**src/rtl/sph_pkg.sv**
```systemverilog
package sph_pkg;
  // geometry
  localparam int NPORT      = 7;
  localparam int PORT_W     = 3;
  localparam int BUF_DEPTH  = 16;
  localparam int WORD_W     = 9;
  localparam int CNT_W      = 5;
  localparam int REG_AW     = 3;

  // register offsets
  localparam logic [REG_AW-1:0] REG_MADDR  = 3'h0;
  localparam logic [REG_AW-1:0] REG_CFG    = 3'h1;
  localparam logic [REG_AW-1:0] REG_PDELIM = 3'h2;
  localparam logic [REG_AW-1:0] REG_STATUS = 3'h3;
  localparam logic [REG_AW-1:0] REG_DROPS  = 3'h4;

  // config field positions
  localparam int CFG_CKSUM  = 0;
  localparam int CFG_TSEL   = 1;
  localparam int CFG_LATEST = 3;
  localparam int CFG_PREFIX = 4;
  localparam int CFG_FWD    = 5;
  localparam int CFG_W      = 6;

  // reset values
  localparam logic [7:0]       MADDR_RST  = 8'h01;
  localparam logic [CFG_W-1:0] CFG_RST    = 6'h00;
  localparam logic [7:0]       PDELIM_RST = 8'h3a;

  // terminator_select codes
  localparam logic [1:0] TS_CR   = 2'h0;
  localparam logic [1:0] TS_CRLF = 2'h1;
  localparam logic [1:0] TS_LF   = 2'h2;
  localparam logic [1:0] TS_NONE = 2'h3;

  // characters
  localparam logic [7:0] CH_DOLLAR = 8'h24;
  localparam logic [7:0] CH_CR     = 8'h0d;
  localparam logic [7:0] CH_LF     = 8'h0a;
  localparam logic [7:0] CH_U      = 8'h55;
  localparam logic [7:0] CH_R      = 8'h52;
  localparam logic [7:0] CH_A      = 8'h41;
  localparam logic [7:0] CH_N      = 8'h4e;
  localparam logic [7:0] CH_SLASH  = 8'h2f;

  // idle gap that closes a frame when no end character is used
  localparam int FRAME_GAP_US  = 1000;
  localparam int CLK_FREQ_MHZ  = 40;
  localparam int FRAME_GAP_CYC = FRAME_GAP_US * CLK_FREQ_MHZ;
  localparam int GAP_W         = 16;
endpackage

```
**src/rtl/sph_core.sv**
```systemverilog
// Behaviour
// - frame: delimiter, address, command code, settings, end character(s)
// - module commands start with the dollar delimiter
// - address is two hex characters, 00 to FF
// - command code of one or two characters follows the address
// - with checksum on, two hex checksum characters precede the end
// - host frame end follows the configured terminator_select
// - first port answers to module address, port k to address plus k
// - pass-through payload and end character go to the addressed port
// - device data buffered per port; read one port or all ports
// - default mode keeps every unread record until the buffer fills
// - latest mode keeps only the newest record
// - prefix option puts the source port address before each message
// - reading an empty buffer gives no response, except UR, which answers N/A
`timescale 1ns/1ps
module sph_core
  import sph_pkg::*;
#(
  parameter int unsigned GAP_CYC = sph_pkg::FRAME_GAP_CYC
) (
  input  wire logic                              clock,
  input  wire logic                              rst,
  input  wire logic [sph_pkg::REG_AW-1:0]        reg_addr,
  input  wire logic [7:0]                        reg_wdata,
  input  wire logic                              reg_we,
  input  wire logic                              reg_re,
  output logic      [7:0]                        reg_rdata,
  input  wire logic [7:0]                        host_rx_data,
  input  wire logic                              host_rx_valid,
  output logic                                   host_rx_ready,
  output logic      [7:0]                        host_tx_data,
  output logic                                   host_tx_valid,
  input  wire logic                              host_tx_ready,
  input  wire logic [sph_pkg::NPORT-1:0][7:0]    dev_rx_data,
  input  wire logic [sph_pkg::NPORT-1:0]         dev_rx_valid,
  output logic      [sph_pkg::NPORT-1:0]         dev_rx_ready,
  output logic      [7:0]                        dev_tx_data,
  output logic      [sph_pkg::PORT_W-1:0]        dev_tx_port,
  output logic                                   dev_tx_valid,
  input  wire logic                              dev_tx_ready
);
  import sph_pkg::*;

  typedef enum logic [2:0] {P_IDLE, P_AH, P_AL, P_BODY, P_SKIP} sph_pst_e;
  typedef enum logic [3:0] {T_IDLE, T_SEL, T_PH, T_PL, T_DATA, T_NA, T_T1, T_T2} sph_tst_e;

  typedef struct packed {
    sph_pst_e                   pst;
    logic                       pass;
    logic [3:0]                 ahi;
    logic [PORT_W-1:0]          port;
    logic [7:0]                 sum;
    logic [3:0][7:0]            last;
    logic [2:0]                 nb;
    logic [GAP_W-1:0]           gap;
    sph_tst_e                   tst;
    logic [PORT_W-1:0]          tport;
    logic                       tall;
    logic [1:0]                 tna;
    logic [7:0]                 hdata;
    logic                       hval;
    logic [7:0]                 ddata;
    logic [PORT_W-1:0]          dport;
    logic                       dval;
    logic [7:0]                 maddr;
    logic [CFG_W-1:0]           cfg;
    logic [7:0]                 pdelim;
    logic [7:0]                 rdata;
    logic [7:0]                 drops;
    logic [NPORT-1:0]           mid;
    logic [NPORT-1:0][CNT_W-1:0] rcnt;
  } sph_core_s;

  sph_core_s                     s;
  sph_core_s                     n;
  logic [NPORT-1:0][WORD_W-1:0]  f_in;
  logic [NPORT-1:0]              f_wr;
  logic [NPORT-1:0]              f_rdy;
  logic [NPORT-1:0]              f_clr;
  logic [NPORT-1:0][WORD_W-1:0]  f_out;
  logic [NPORT-1:0]              f_ov;
  logic [NPORT-1:0]              f_pop;
  logic [NPORT-1:0]              nonempty;

  function automatic logic is_hex(input logic [7:0] c);
    logic [7:0] l;
    l = c | 8'h20;
    return (c >= 8'h30 && c <= 8'h39) || (l >= 8'h61 && l <= 8'h66);
  endfunction

  function automatic logic [3:0] hex_val(input logic [7:0] c);
    return (c <= 8'h39) ? c[3:0] : c[3:0] + 4'h9;
  endfunction

  function automatic logic [7:0] hex_chr(input logic [3:0] v);
    return (v < 4'ha) ? 8'h30 + {4'h0, v} : 8'h37 + {4'h0, v};
  endfunction

  function automatic logic [PORT_W-1:0] first_set(input logic [NPORT-1:0] v);
    logic [PORT_W-1:0] r;
    r = '0;
    for (int i = NPORT - 1; i >= 0; i--)
    begin
      if (v[i])
        r = PORT_W'(i);
    end
    return r;
  endfunction

  // one buffer per device port
  for (genvar p = 0; p < NPORT; p++)
  begin : g_buf
    sph_fifo #(
      .W     (WORD_W),
      .DEPTH (BUF_DEPTH)
    ) u_buf (
      .clock     (clock),
      .rst       (rst),
      .clear     (f_clr[p]),
      .in_data   (f_in[p]),
      .in_valid  (f_wr[p]),
      .in_ready  (f_rdy[p]),
      .out_data  (f_out[p]),
      .out_valid (f_ov[p]),
      .out_ready (f_pop[p])
    );
    assign nonempty[p] = (s.rcnt[p] != '0);
  end

  assign reg_rdata     = s.rdata;
  assign host_tx_data  = s.hdata;
  assign host_tx_valid = s.hval;
  assign dev_tx_data   = s.ddata;
  assign dev_tx_port   = s.dport;
  assign dev_tx_valid  = s.dval;
  // half duplex: no intake while a reply is going out
  assign host_rx_ready = !s.dval && !s.hval && (s.tst == T_IDLE);

  logic [1:0]        tsel;
  logic              ck_en;
  logic              take;
  logic              is_term;
  logic              gap_hit;
  logic              fend;
  logic              ck_ok;
  logic [7:0]        ck_sum;
  logic [7:0]        paddr;
  logic [7:0]        diff;
  logic [2:0]        ncmd;
  logic [7:0]        c1;
  logic [7:0]        c2;
  logic              step;
  logic              tnext;
  logic              isend;
  logic              skip;
  logic              flush;
  logic [NPORT-1:0]  inc;
  logic [NPORT-1:0]  dec;

  always_comb
  begin
    n       = s;
    tsel    = s.cfg[CFG_TSEL +: 2];
    ck_en   = s.cfg[CFG_CKSUM];
    n.rdata = '0;
    f_pop   = '0;
    inc     = '0;
    dec     = '0;
    tnext   = 1'b0;

    // register port; read data stand only in the next cycle
    if (reg_we)
    begin
      case (reg_addr)
        REG_MADDR:  n.maddr  = reg_wdata;
        REG_CFG:    n.cfg    = reg_wdata[CFG_W-1:0];
        REG_PDELIM: n.pdelim = reg_wdata;
        default:    n.maddr  = s.maddr;
      endcase
    end
    if (reg_re)
    begin
      case (reg_addr)
        REG_MADDR:  n.rdata = s.maddr;
        REG_CFG:    n.rdata = {2'h0, s.cfg};
        REG_PDELIM: n.rdata = s.pdelim;
        REG_STATUS: n.rdata = {1'b0, nonempty};
        REG_DROPS:  n.rdata = s.drops;
        default:    n.rdata = '0;
      endcase
    end

    if (dev_tx_ready)
      n.dval = 1'b0;
    if (host_tx_ready)
      n.hval = 1'b0;

    // frame end detection
    take = host_rx_valid && host_rx_ready;
    case (tsel)
      TS_CR:   is_term = (host_rx_data == CH_CR);
      TS_CRLF: is_term = (host_rx_data == CH_LF);
      TS_LF:   is_term = (host_rx_data == CH_LF);
      default: is_term = 1'b0;
    endcase
    gap_hit = (tsel == TS_NONE) && (s.pst != P_IDLE) && (s.gap == GAP_W'(GAP_CYC - 1));
    n.gap   = (take || s.pst == P_IDLE) ? '0 : s.gap + GAP_W'(1);
    fend    = (take && is_term && s.pst != P_IDLE) || gap_hit;

    // checksum covers all characters ahead of the two checksum characters
    ck_sum = s.sum - s.last[0] - s.last[1];
    ck_ok  = !ck_en || ((s.nb >= 3'd2) && is_hex(s.last[1]) && is_hex(s.last[0])
             && (ck_sum == {hex_val(s.last[1]), hex_val(s.last[0])}));
    ncmd   = ck_en ? s.nb - 3'd2 : s.nb;
    c1     = ck_en ? s.last[3] : s.last[1];
    c2     = ck_en ? s.last[2] : s.last[0];
    if (ncmd == 3'd1)
      c1 = c2;
    diff   = {s.ahi, hex_val(host_rx_data)} - s.maddr;
    paddr  = s.maddr + {5'h0, s.tport};

    // frame parser
    if (fend)
    begin
      n.pst = P_IDLE;
      if (s.pst != P_BODY || !ck_ok)
        n.drops = s.drops + 8'h01;
      else if (s.pass)
      begin
        if (take)
        begin
          n.dval  = 1'b1;
          n.ddata = host_rx_data;
          n.dport = s.port;
        end
      end
      else if (ncmd == 3'd1 && c1 == CH_U)
      begin
        if (s.rcnt[s.port] != '0)
        begin
          n.tport = s.port;
          n.tall  = 1'b0;
          n.tst   = T_SEL;
        end
      end
      else if (ncmd == 3'd2 && c1 == CH_U && c2 == CH_R)
      begin
        n.tport = s.port;
        n.tall  = 1'b0;
        n.tna   = '0;
        n.tst   = (s.rcnt[s.port] != '0) ? T_SEL : T_NA;
      end
      else if (ncmd == 3'd2 && c1 == CH_U && c2 == CH_A)
      begin
        n.tport = '0;
        n.tall  = 1'b1;
        n.tst   = T_SEL;
      end
      else
        n.drops = s.drops + 8'h01;
    end
    else if (take && !(tsel == TS_CRLF && host_rx_data == CH_CR))
    begin
      case (s.pst)
        P_IDLE:
        begin
          if (host_rx_data == CH_DOLLAR || host_rx_data == s.pdelim)
          begin
            n.pass = (host_rx_data != CH_DOLLAR);
            n.sum  = host_rx_data;
            n.nb   = '0;
            n.pst  = P_AH;
          end
        end
        P_AH:
        begin
          n.ahi = hex_val(host_rx_data);
          n.sum = s.sum + host_rx_data;
          n.pst = is_hex(host_rx_data) ? P_AL : P_SKIP;
        end
        P_AL:
        begin
          n.sum  = s.sum + host_rx_data;
          n.port = diff[PORT_W-1:0];
          if (is_hex(host_rx_data) && diff < 8'(NPORT))
            n.pst = P_BODY;
          else
            n.pst = P_SKIP;
        end
        P_BODY:
        begin
          n.sum  = s.sum + host_rx_data;
          n.last = {s.last[2:0], host_rx_data};
          n.nb   = (s.nb == 3'd5) ? s.nb : s.nb + 3'd1;
          // with checksum on, payload trails two characters behind so checksum stays local
          if (s.pass && (!ck_en || s.nb >= 3'd2))
          begin
            n.dval  = 1'b1;
            n.ddata = ck_en ? s.last[1] : host_rx_data;
            n.dport = s.port;
          end
        end
        default: n.pst = s.pst;
      endcase
    end

    // reply and forwarding sequencer
    step = !s.hval || host_tx_ready;
    case (s.tst)
      T_IDLE:
      begin
        if (s.cfg[CFG_FWD] && s.pst == P_IDLE && |nonempty)
        begin
          n.tport = first_set(nonempty);
          n.tall  = 1'b0;
          n.tst   = T_SEL;
        end
      end
      T_SEL:
      begin
        if (s.rcnt[s.tport] != '0)
          n.tst = s.cfg[CFG_PREFIX] ? T_PH : T_DATA;
        else if (s.tall && s.tport != PORT_W'(NPORT - 1))
          n.tport = s.tport + PORT_W'(1);
        else
          n.tst = T_IDLE;
      end
      T_PH:
      begin
        if (step)
        begin
          n.hval  = 1'b1;
          n.hdata = hex_chr(paddr[7:4]);
          n.tst   = T_PL;
        end
      end
      T_PL:
      begin
        if (step)
        begin
          n.hval  = 1'b1;
          n.hdata = hex_chr(paddr[3:0]);
          n.tst   = T_DATA;
        end
      end
      T_DATA:
      begin
        if (step && f_ov[s.tport])
        begin
          f_pop[s.tport] = 1'b1;
          if (f_out[s.tport][WORD_W-1])
          begin
            dec[s.tport] = 1'b1;
            n.tst        = T_T1;
          end
          else
          begin
            n.hval  = 1'b1;
            n.hdata = f_out[s.tport][7:0];
          end
        end
      end
      T_NA:
      begin
        if (step)
        begin
          n.hval  = 1'b1;
          n.hdata = (s.tna == 2'd0) ? CH_N : (s.tna == 2'd1) ? CH_SLASH : CH_A;
          n.tna   = s.tna + 2'd1;
          if (s.tna == 2'd2)
            n.tst = T_T1;
        end
      end
      T_T1:
      begin
        if (step)
        begin
          n.hval  = (tsel != TS_NONE);
          n.hdata = (tsel == TS_LF) ? CH_LF : CH_CR;
          if (tsel == TS_CRLF)
            n.tst = T_T2;
          else
            tnext = 1'b1;
        end
      end
      T_T2:
      begin
        if (step)
        begin
          n.hval  = 1'b1;
          n.hdata = CH_LF;
          tnext   = 1'b1;
        end
      end
      default: n.tst = T_IDLE;
    endcase
    if (tnext)
    begin
      if (s.tall && s.tport != PORT_W'(NPORT - 1))
      begin
        n.tport = s.tport + PORT_W'(1);
        n.tst   = T_SEL;
      end
      else
        n.tst = T_IDLE;
    end

    // device receive side: records end on CR or LF; a lone end is dropped
    for (int p = 0; p < NPORT; p++)
    begin
      isend   = (dev_rx_data[p] == CH_CR) || (dev_rx_data[p] == CH_LF);
      skip    = isend && !s.mid[p];
      flush   = s.cfg[CFG_LATEST] && dev_rx_valid[p] && !isend && !s.mid[p]
                && (s.rcnt[p] != '0) && !(s.tst != T_IDLE && s.tport == PORT_W'(p));
      f_clr[p] = flush;
      f_in[p]  = {isend, dev_rx_data[p]};
      f_wr[p]  = dev_rx_valid[p] && !skip;
      // full buffer stalls the device stream rather than losing data
      dev_rx_ready[p] = skip || f_rdy[p];
      if (dev_rx_valid[p] && f_rdy[p] && !skip)
      begin
        n.mid[p] = !isend;
        inc[p]   = isend;
      end
      if (flush)
        n.rcnt[p] = '0;
      else
        n.rcnt[p] = s.rcnt[p] + CNT_W'(inc[p]) - CNT_W'(dec[p]);
    end
  end

  always_ff @(posedge clock)
  begin
    if (rst)
    begin
      s        <= '0;
      s.pst    <= P_IDLE;
      s.tst    <= T_IDLE;
      s.maddr  <= MADDR_RST;
      s.cfg    <= CFG_RST;
      s.pdelim <= PDELIM_RST;
    end
    else
      s <= n;
  end
endmodule

```
**src/rtl/sph_fifo.sv**
```systemverilog
`timescale 1ns/1ps
module sph_fifo #(
  parameter int W     = 9,
  parameter int DEPTH = 16
) (
  input  wire logic         clock,
  input  wire logic         rst,
  input  wire logic         clear,
  input  wire logic [W-1:0] in_data,
  input  wire logic         in_valid,
  output logic              in_ready,
  output logic [W-1:0]      out_data,
  output logic              out_valid,
  input  wire logic         out_ready
);
  localparam int AW = $clog2(DEPTH);

  typedef struct packed {
    logic [DEPTH-1:0][W-1:0] mem;
    logic [AW-1:0]           wp;
    logic [AW-1:0]           rp;
    logic [AW:0]             cnt;
    logic [W-1:0]            dout;
  } sph_fifo_s;

  sph_fifo_s s;
  sph_fifo_s n;
  logic      push;
  logic      pop;

  // clear frees the whole buffer, so a write in the same cycle is taken
  assign in_ready  = (s.cnt != (AW+1)'(DEPTH)) || clear;
  assign out_valid = (s.cnt != '0);
  assign out_data  = s.dout;

  // pointer and head update; head word is re-read into a register
  always_comb
  begin
    n    = s;
    push = in_valid && in_ready;
    pop  = out_valid && out_ready && !clear;
    if (clear)
    begin
      n.wp  = '0;
      n.rp  = '0;
      n.cnt = '0;
    end
    if (push)
    begin
      n.mem[n.wp] = in_data;
      n.wp        = n.wp + AW'(1);
      n.cnt       = n.cnt + (AW+1)'(1);
    end
    if (pop)
    begin
      n.rp  = n.rp + AW'(1);
      n.cnt = n.cnt - (AW+1)'(1);
    end
    n.dout = n.mem[n.rp]; // bypass when head is written this cycle
  end

  always_ff @(posedge clock)
  begin
    if (rst)
      s <= '0;
    else
      s <= n;
  end
endmodule

```
**config.mk**
```make
export PLATFORM = sky130hd
export DESIGN_NAME = sph_core
export DESIGN_NICKNAME = d
export VERILOG_FILES = /design/src/rtl/sph_pkg.sv /design/src/rtl/sph_core.sv /design/src/rtl/sph_fifo.sv
export SDC_FILE = /design/constraint.sdc
export NUM_CORES = 2
export LEC_CHECK = 0
export BUFFER_PORTS_ARGS = -buffer_cell sky130_fd_sc_hd__buf_2
export CORE_ASPECT_RATIO = 1.25
export CORE_UTILIZATION = 50
export CTS_CLUSTER_SIZE = 24
export DETAILED_ROUTE_END_ITERATION = 10
export PLACE_DENSITY = 0.66
export SYNTH_ARGS = -nofsm -noshare
export SYNTH_HDL_FRONTEND = slang
export SYNTH_SLANG_ARGS = --single-unit
```
**constraint.sdc**
```tcl
create_clock -name clock -period 8.3 [get_ports clock]
set_input_delay 1.66 -clock clock [delete_from_list [all_inputs] [get_ports clock]]
set_output_delay 1.66 -clock clock [all_outputs]
set_load 0.1 [all_outputs]
```
# Yosys cells after proc, flatten, opt, wreduce, memory -nomap -nowiden
# Cells that the tools add are included.
# word_totals
regBits	1343
input_bits	89
output_inout_bits	37
elab_cells	787
# op_classes
add_sub_neg	60
magnitude_cmp	40
n_eq_ne	78
mux	173
n_bitwise	2
n_reduce_logical	255
# op_table
op	count
148-bit two-way mux	7
144-bit bitwise mux	7
9-bit binary-select mux with 4-bit select	7
9-bit demux with 4-bit select	7
9-bit two-way mux	28
8-bit by 4-bit equality test with 1-bit output (second input constant)	16
1-bit logical AND	127
8-bit two-way mux	15
13-bit two-way mux	7
12-bit two-way mux	7
5-bit nonzero test	16
4-bit by 5-bit < comparator with 1-bit output (second input constant)	14
7-bit two-way mux	10
4-bit by 1-bit adder with 4-bit output (second input constant)	14
4-bit two-way mux	14
3-bit two-way mux	18
9-bit case mux with 6 select lines	1
5-bit two-way mux	9
1-bit zero test	40
8-bit case mux with 5 select lines	1
5-bit by 1-bit adder with 5-bit output	7
5-bit by 1-bit adder with 5-bit output (second input constant)	7
5-bit != test (second input constant)	7
5-bit by 1-bit subtractor with 5-bit output	7
other kinds (69)	215

# Longest topological paths before layout
# depth
ltp_word	18
ltp_mapped	22
mapped_depth_nobuf	18

# Hierarchy
# Synthesis repeated with hierarchy kept, for this count alone.
# unflattened
hier_cells	9736
area_unflattened_um2	75369.8
# modules_own_cells
mod	n_inst	cells_per_inst	area_per_inst_um2	seq_area_each_um2
sph_fifo (g_buf[1].u_buf ...)	6	1164	8916.1	3323.2
sph_core	1	1677	13299.0	3623.5
sph_fifo (g_buf[0].u_buf)	1	1075	8574.5	3323.2

# Worst setup path before layout
# No wires, ideal clock.
# synth_path
kind	input-to-output
start	input dev_rx_data[26] in the netlist's numbering
end	output dev_rx_ready[3] in the netlist's numbering
arrival_ns	4.386
slack_ns	2.254
cell_stages	9
path_buffers	5
path_cell_list	buf_2 -> or3b_1 -> a2111o_1 -> buf_2 -> and2_1 -> buf_6 -> buf_2 -> buf_2 -> or4_1
# synth_between
elab_chain_cells	9
# synth_rtl
item	line_no	rtl
from (decl)	sph_core.sv:34	input wire logic [sph_pkg::NPORT-1:0][7:0] dev_rx_data,
8-bit by 4-bit equality test with 1-bit output	sph_core.sv:411	isend = (dev_rx_data[p] == CH_CR) || (dev_rx_data[p] == CH_LF);
1-bit logical OR *	sph_core.sv:411	
1-bit zero test	sph_core.sv:413	flush = s.cfg[CFG_LATEST] && dev_rx_valid[p] && !isend && !s.mid[p]
1-bit logical AND (2 in series)	sph_core.sv:413	
1-bit logical AND (2 in series)	sph_core.sv:414	&& (s.rcnt[p] != '0) && !(s.tst != T_IDLE && s.tport == PORT_W'(p));
1-bit logical OR	sph_fifo.sv:32	assign in_ready = (s.cnt != (AW+1)'(DEPTH)) || clear;
1-bit logical OR *	sph_core.sv:419	dev_rx_ready[p] = skip || f_rdy[p];
to (decl)	sph_core.sv:36	output logic [sph_pkg::NPORT-1:0] dev_rx_ready,
# Mark *: on every way between the ends. The rest lies on a longest branch, timed or not.

# Final worst setup path
# layout_path
start	input dev_rx_data[9] in the netlist's numbering
end	output dev_rx_ready[1] in the netlist's numbering
# The elaborated chain is that of the path after synthesis.

==> results.md <==
- Sorting the synthesized cells by area gives the leading types as sky130_fd_sc_hd__dfxtp_1 38%, sky130_fd_sc_hd__nand2_1 8.9%, sky130_fd_sc_hd__a21oi_1 7.4%.
- The post-CTS resize count is 0.
- The most common cell in the synthesized netlist is sky130_fd_sc_hd__nand2_1.
- For the final routed database, the setup TNS stands at 0 ns.
- The run finished with clean final reports.
- The number of buffers added on ports is 125.
- The detailed-route vias per instance is roughly 6.3.
- Ranked by instance count, the synthesized netlist is headed by 1698 x sky130_fd_sc_hd__nand2_1, 1343 x sky130_fd_sc_hd__dfxtp_1, 1058 x sky130_fd_sc_hd__a21oi_1, 1026 x sky130_fd_sc_hd__nor2_1, 540 x sky130_fd_sc_hd__clkbuf_1.
- The clock network latency to the later pin of the worst-skew pair is 0.80 ns.
- The cell with the biggest individual delay on the critical path is sky130_fd_sc_hd__a2111oi_2.
- The worst-case IR drop observed on VDD is 0.243 mV.
- The setup slack after placement is roughly 1.4 ns.
- Across all setup checks in the final design, the least slack found is 1.84 ns.
- The first global-routing pass estimated 380000 um of wire.
- The min-delay analysis places its worst path in the category reg2reg.
- The design area is 0.0777 mm2.
- The count of endpoints failing hold in the final timing report is 0.
- Of the synthesized area, sequential elements account for 0.375.
- The initial antenna violation count is 14.
- The largest total area in the synthesized netlist belongs to sky130_fd_sc_hd__dfxtp_1.
- The largest single stage delay on the critical path is 1.04 ns.
- Entering global routing, the biggest net connects around 200 pins.
- Of the post-synthesis cell area, the dominant cell type holds 0.375.
- The number of pins with negative max-slew slack in the final report is 0.
- The normalized max-slew margin is 0.0402.
- After detailed placement, the total cell area comes to 0.0729 mm2.
- The clock sink count is around 1300.
- The post-route worst hold slack is 0.447 ns.
- At the end of routability-driven placement, the weighted congestion stood at approximately 0.95.
- The number of primary I/O pins is 126.
- The number of violations reported at the end of detailed-routing iteration 0 is 6272.
- Clock tree synthesis selected as its root buffer the cell sky130_fd_sc_hd__clkbuf_16.
- Wires add up to 247000 um.
- The post-synthesis cell type count is 117.
- The H-tree was split into 4 levels.
- Setup repair after global routing left no endpoint under its margin.
- The total standard cell area after synthesis is 0.0716 mm2.
- Detailed routing inserted a total of 68900 vias.
- Relative to the synthesized area, the layout overhead comes to 8.54%.
- Buffers added to address setup during post-CTS repair amount to 0.
- The worst endpoint data arrival time is 4.80 ns.
- In the synthesized netlist, the number of instances is about 9400.
- The synthesized netlist net count is ~9600.
- Subtracting the final worst setup slack from the clock period gives 6.46 ns.
- The critical path contains buffers and inverters numbering 2 combined.
- The global-route congestion overflow total is 0.
- The number of enable flip-flop cells after synthesis is 0.
- The cell repeated most along the worst path is sky130_fd_sc_hd__buf_2.
- The number of maximum-capacitance constraint violations is 0.
- Of the cells placed in the final design, the portion with a size suffix greater than 1 is 0.0722.
- The maximum net fanout on the critical path is 23.
- The number of hold buffers added after cts is 0.
- The maximum clock rate is 155 MHz.
- After legalization and detailed placement, the total HPWL measured 170000 um.
- The fraction of the cycle the final worst path needs is 0.779.
- The slew at the pin closest to its max-slew limit is ~1.4 ns.
- The count of nets left with antenna violations once routing finished came out at 0.
- STA classifies the critical path endpoint as a primary output.
- On the final layout, the worst clock skew is 0.0290 ns.
- The total routing resource utilization after global routing is 0.329.
- The number of global-route vias before repair came to 64400.
- The starting density of the core is 0.506.
- The cell area power density is around 190 mW/mm2.
- The die outline area is ~0.14 mm2.
- The number of failing setup endpoints in the final timing report is 0.
- In the final design database the tool counted 9274 nets.
- The initialized floorplan defines ~150 standard-cell rows.
- The Yosys step of the flow raised 0 warnings.
- Buffers inserted during clock tree synthesis total 142.
- For this run, design rule violations remaining after detail routing come to 0.
- The longest clock path from root to sink contains 3 buffers.
- The routed wire length per instance is 22.4 um.
- Broken down by cell family, the worst path's largest delay share belongs to compound AO/OA/AOI/OAI gates.
- The analysis attributes to cell leakage a power of 28.7 nW.
- The class of the most critical setup path is in2out.
- Walking the worst path, the cells encountered are buf_2 > or3b_1 > a2111oi_2 > a21oi_1 > nand2_1 > buf_2.
- The post-synthesis async set-or-reset flop share is 0.
- At the worst endpoint, the required time is around 6.6 ns.
- Summing internal, switching and leakage power gives around 15 mW.
- The predominant post-synthesis flop cell is sky130_fd_sc_hd__dfxtp_1.
- The worst setup path is launched from a primary input.
- After synthesis the netlist holds a flip-flop and latch count of 1343.
- The register clock-pin slew on the reported worst setup and hold paths is 0.06 ns.
- The core region is around 0.14 mm2.
- The die is 341 um wide.
- TritonCTS built the clock tree.
- The die height is 425 um.
- Before antenna repair, the detailed router went through 6 iterations.
- Each instance of the synthesized netlist takes up on average 7.66 um2.
-- sequential cells by signal (all words and copies together) (netlist names) --
signal / count
s: 151
g_buf.u_buf.s: 1099
dev_tx_data: 8
g_buf.u_buf.out_data: 63
dev_tx_port: 3
reg_rdata: 8
dev_tx_valid: 1
ck_en: 1
host_tx_data: 8
host_tx_valid: 1
-- cells by family (layout without fill, tap and decap cells) --
logic type	count (synthesis)	after routing	share of synthesized area
xor gates and xnor gates	183	183	0.0228
buffers and inverters	929	708	0.0528
DFF	1343	1343	0.375
other	1	6	0.0000524
muxes	400	400	0.0578
and+or+nand+nor	3931	3931	0.243
AOI/OAI and AO/OA	2399	2399	0.217
adders and majority gates	164	164	0.0304
-- final cells by class --
class	count	area, um2
clock inverter	51	658
inverter	181	679
fill	13400	63900
timing repair buffer	275	1820
sequential	1343	26900
antenna	5	12.5
multi-input combinational	7078	41100
clock buffer	201	4200
tap	1872	2340
-- path summary, 6_finish.rpt --
path	startpoint	endpoint	slack, ns	cells after the start
min	s[158]	s[158]	0.45	2
max	dev_rx_data[9]	dev_rx_ready[1]	1.84	6
max reg2reg	s[107]	g_buf[4].u_buf.out_data[5]	2.31	13
min reg2reg	s[158]	s[158]	0.45	2
-- worst min-delay path: stages (launching register included) --
cell and delay (ns):
sky130_fd_sc_hd__dfxtp_1 0.30, sky130_fd_sc_hd__nand2_1 0.05, sky130_fd_sc_hd__a21oi_1 0.05
-- routing by layer --
layer / routed length [um] / vias to the layer above / GRT usage
li1: - / 32500 / -
met1: 99100 / 32700 / 0.407
met2: 116000 / 2933 / 0.546
met3: 17700 / 708 / 0.0485
met4: 14600 / 12 / 0.188
met5: 76 / - / 0
-- layout by cell type (no fill, tap or decap), types with 111 or more instances in the layout --
cell                        instances
sky130_fd_sc_hd__mux2i_1          354
sky130_fd_sc_hd__buf_2            124
sky130_fd_sc_hd__dfxtp_1         1341
sky130_fd_sc_hd__o22ai_1          111
sky130_fd_sc_hd__clkbuf_16        148
sky130_fd_sc_hd__nor3_1           291
sky130_fd_sc_hd__buf_4            145
sky130_fd_sc_hd__o211ai_1         124
sky130_fd_sc_hd__nand3_1          264
sky130_fd_sc_hd__nand2_1         1697
sky130_fd_sc_hd__o21ai_0          224
sky130_fd_sc_hd__inv_1            164
sky130_fd_sc_hd__ha_1             147
sky130_fd_sc_hd__or3_1            117
sky130_fd_sc_hd__nor2_1          1023
sky130_fd_sc_hd__a21oi_1         1057
-- per-stage QoR --
step	util	cells
floorplan	-	9350
global placement	0.514	10700
detailed placement	0.514	10700
CTS	0.549	11000
global route	0.549	11000
finish	0.549	11000
-- report_power, final --
group	internal (mW)	total [mW]	switching (mW)
Clock	3.96	6.73	2.77
Combinational	0.334	1.14	0.802
Sequential	6.54	6.65	0.109
No activity file was read; power rests on OpenSTA's default activity.
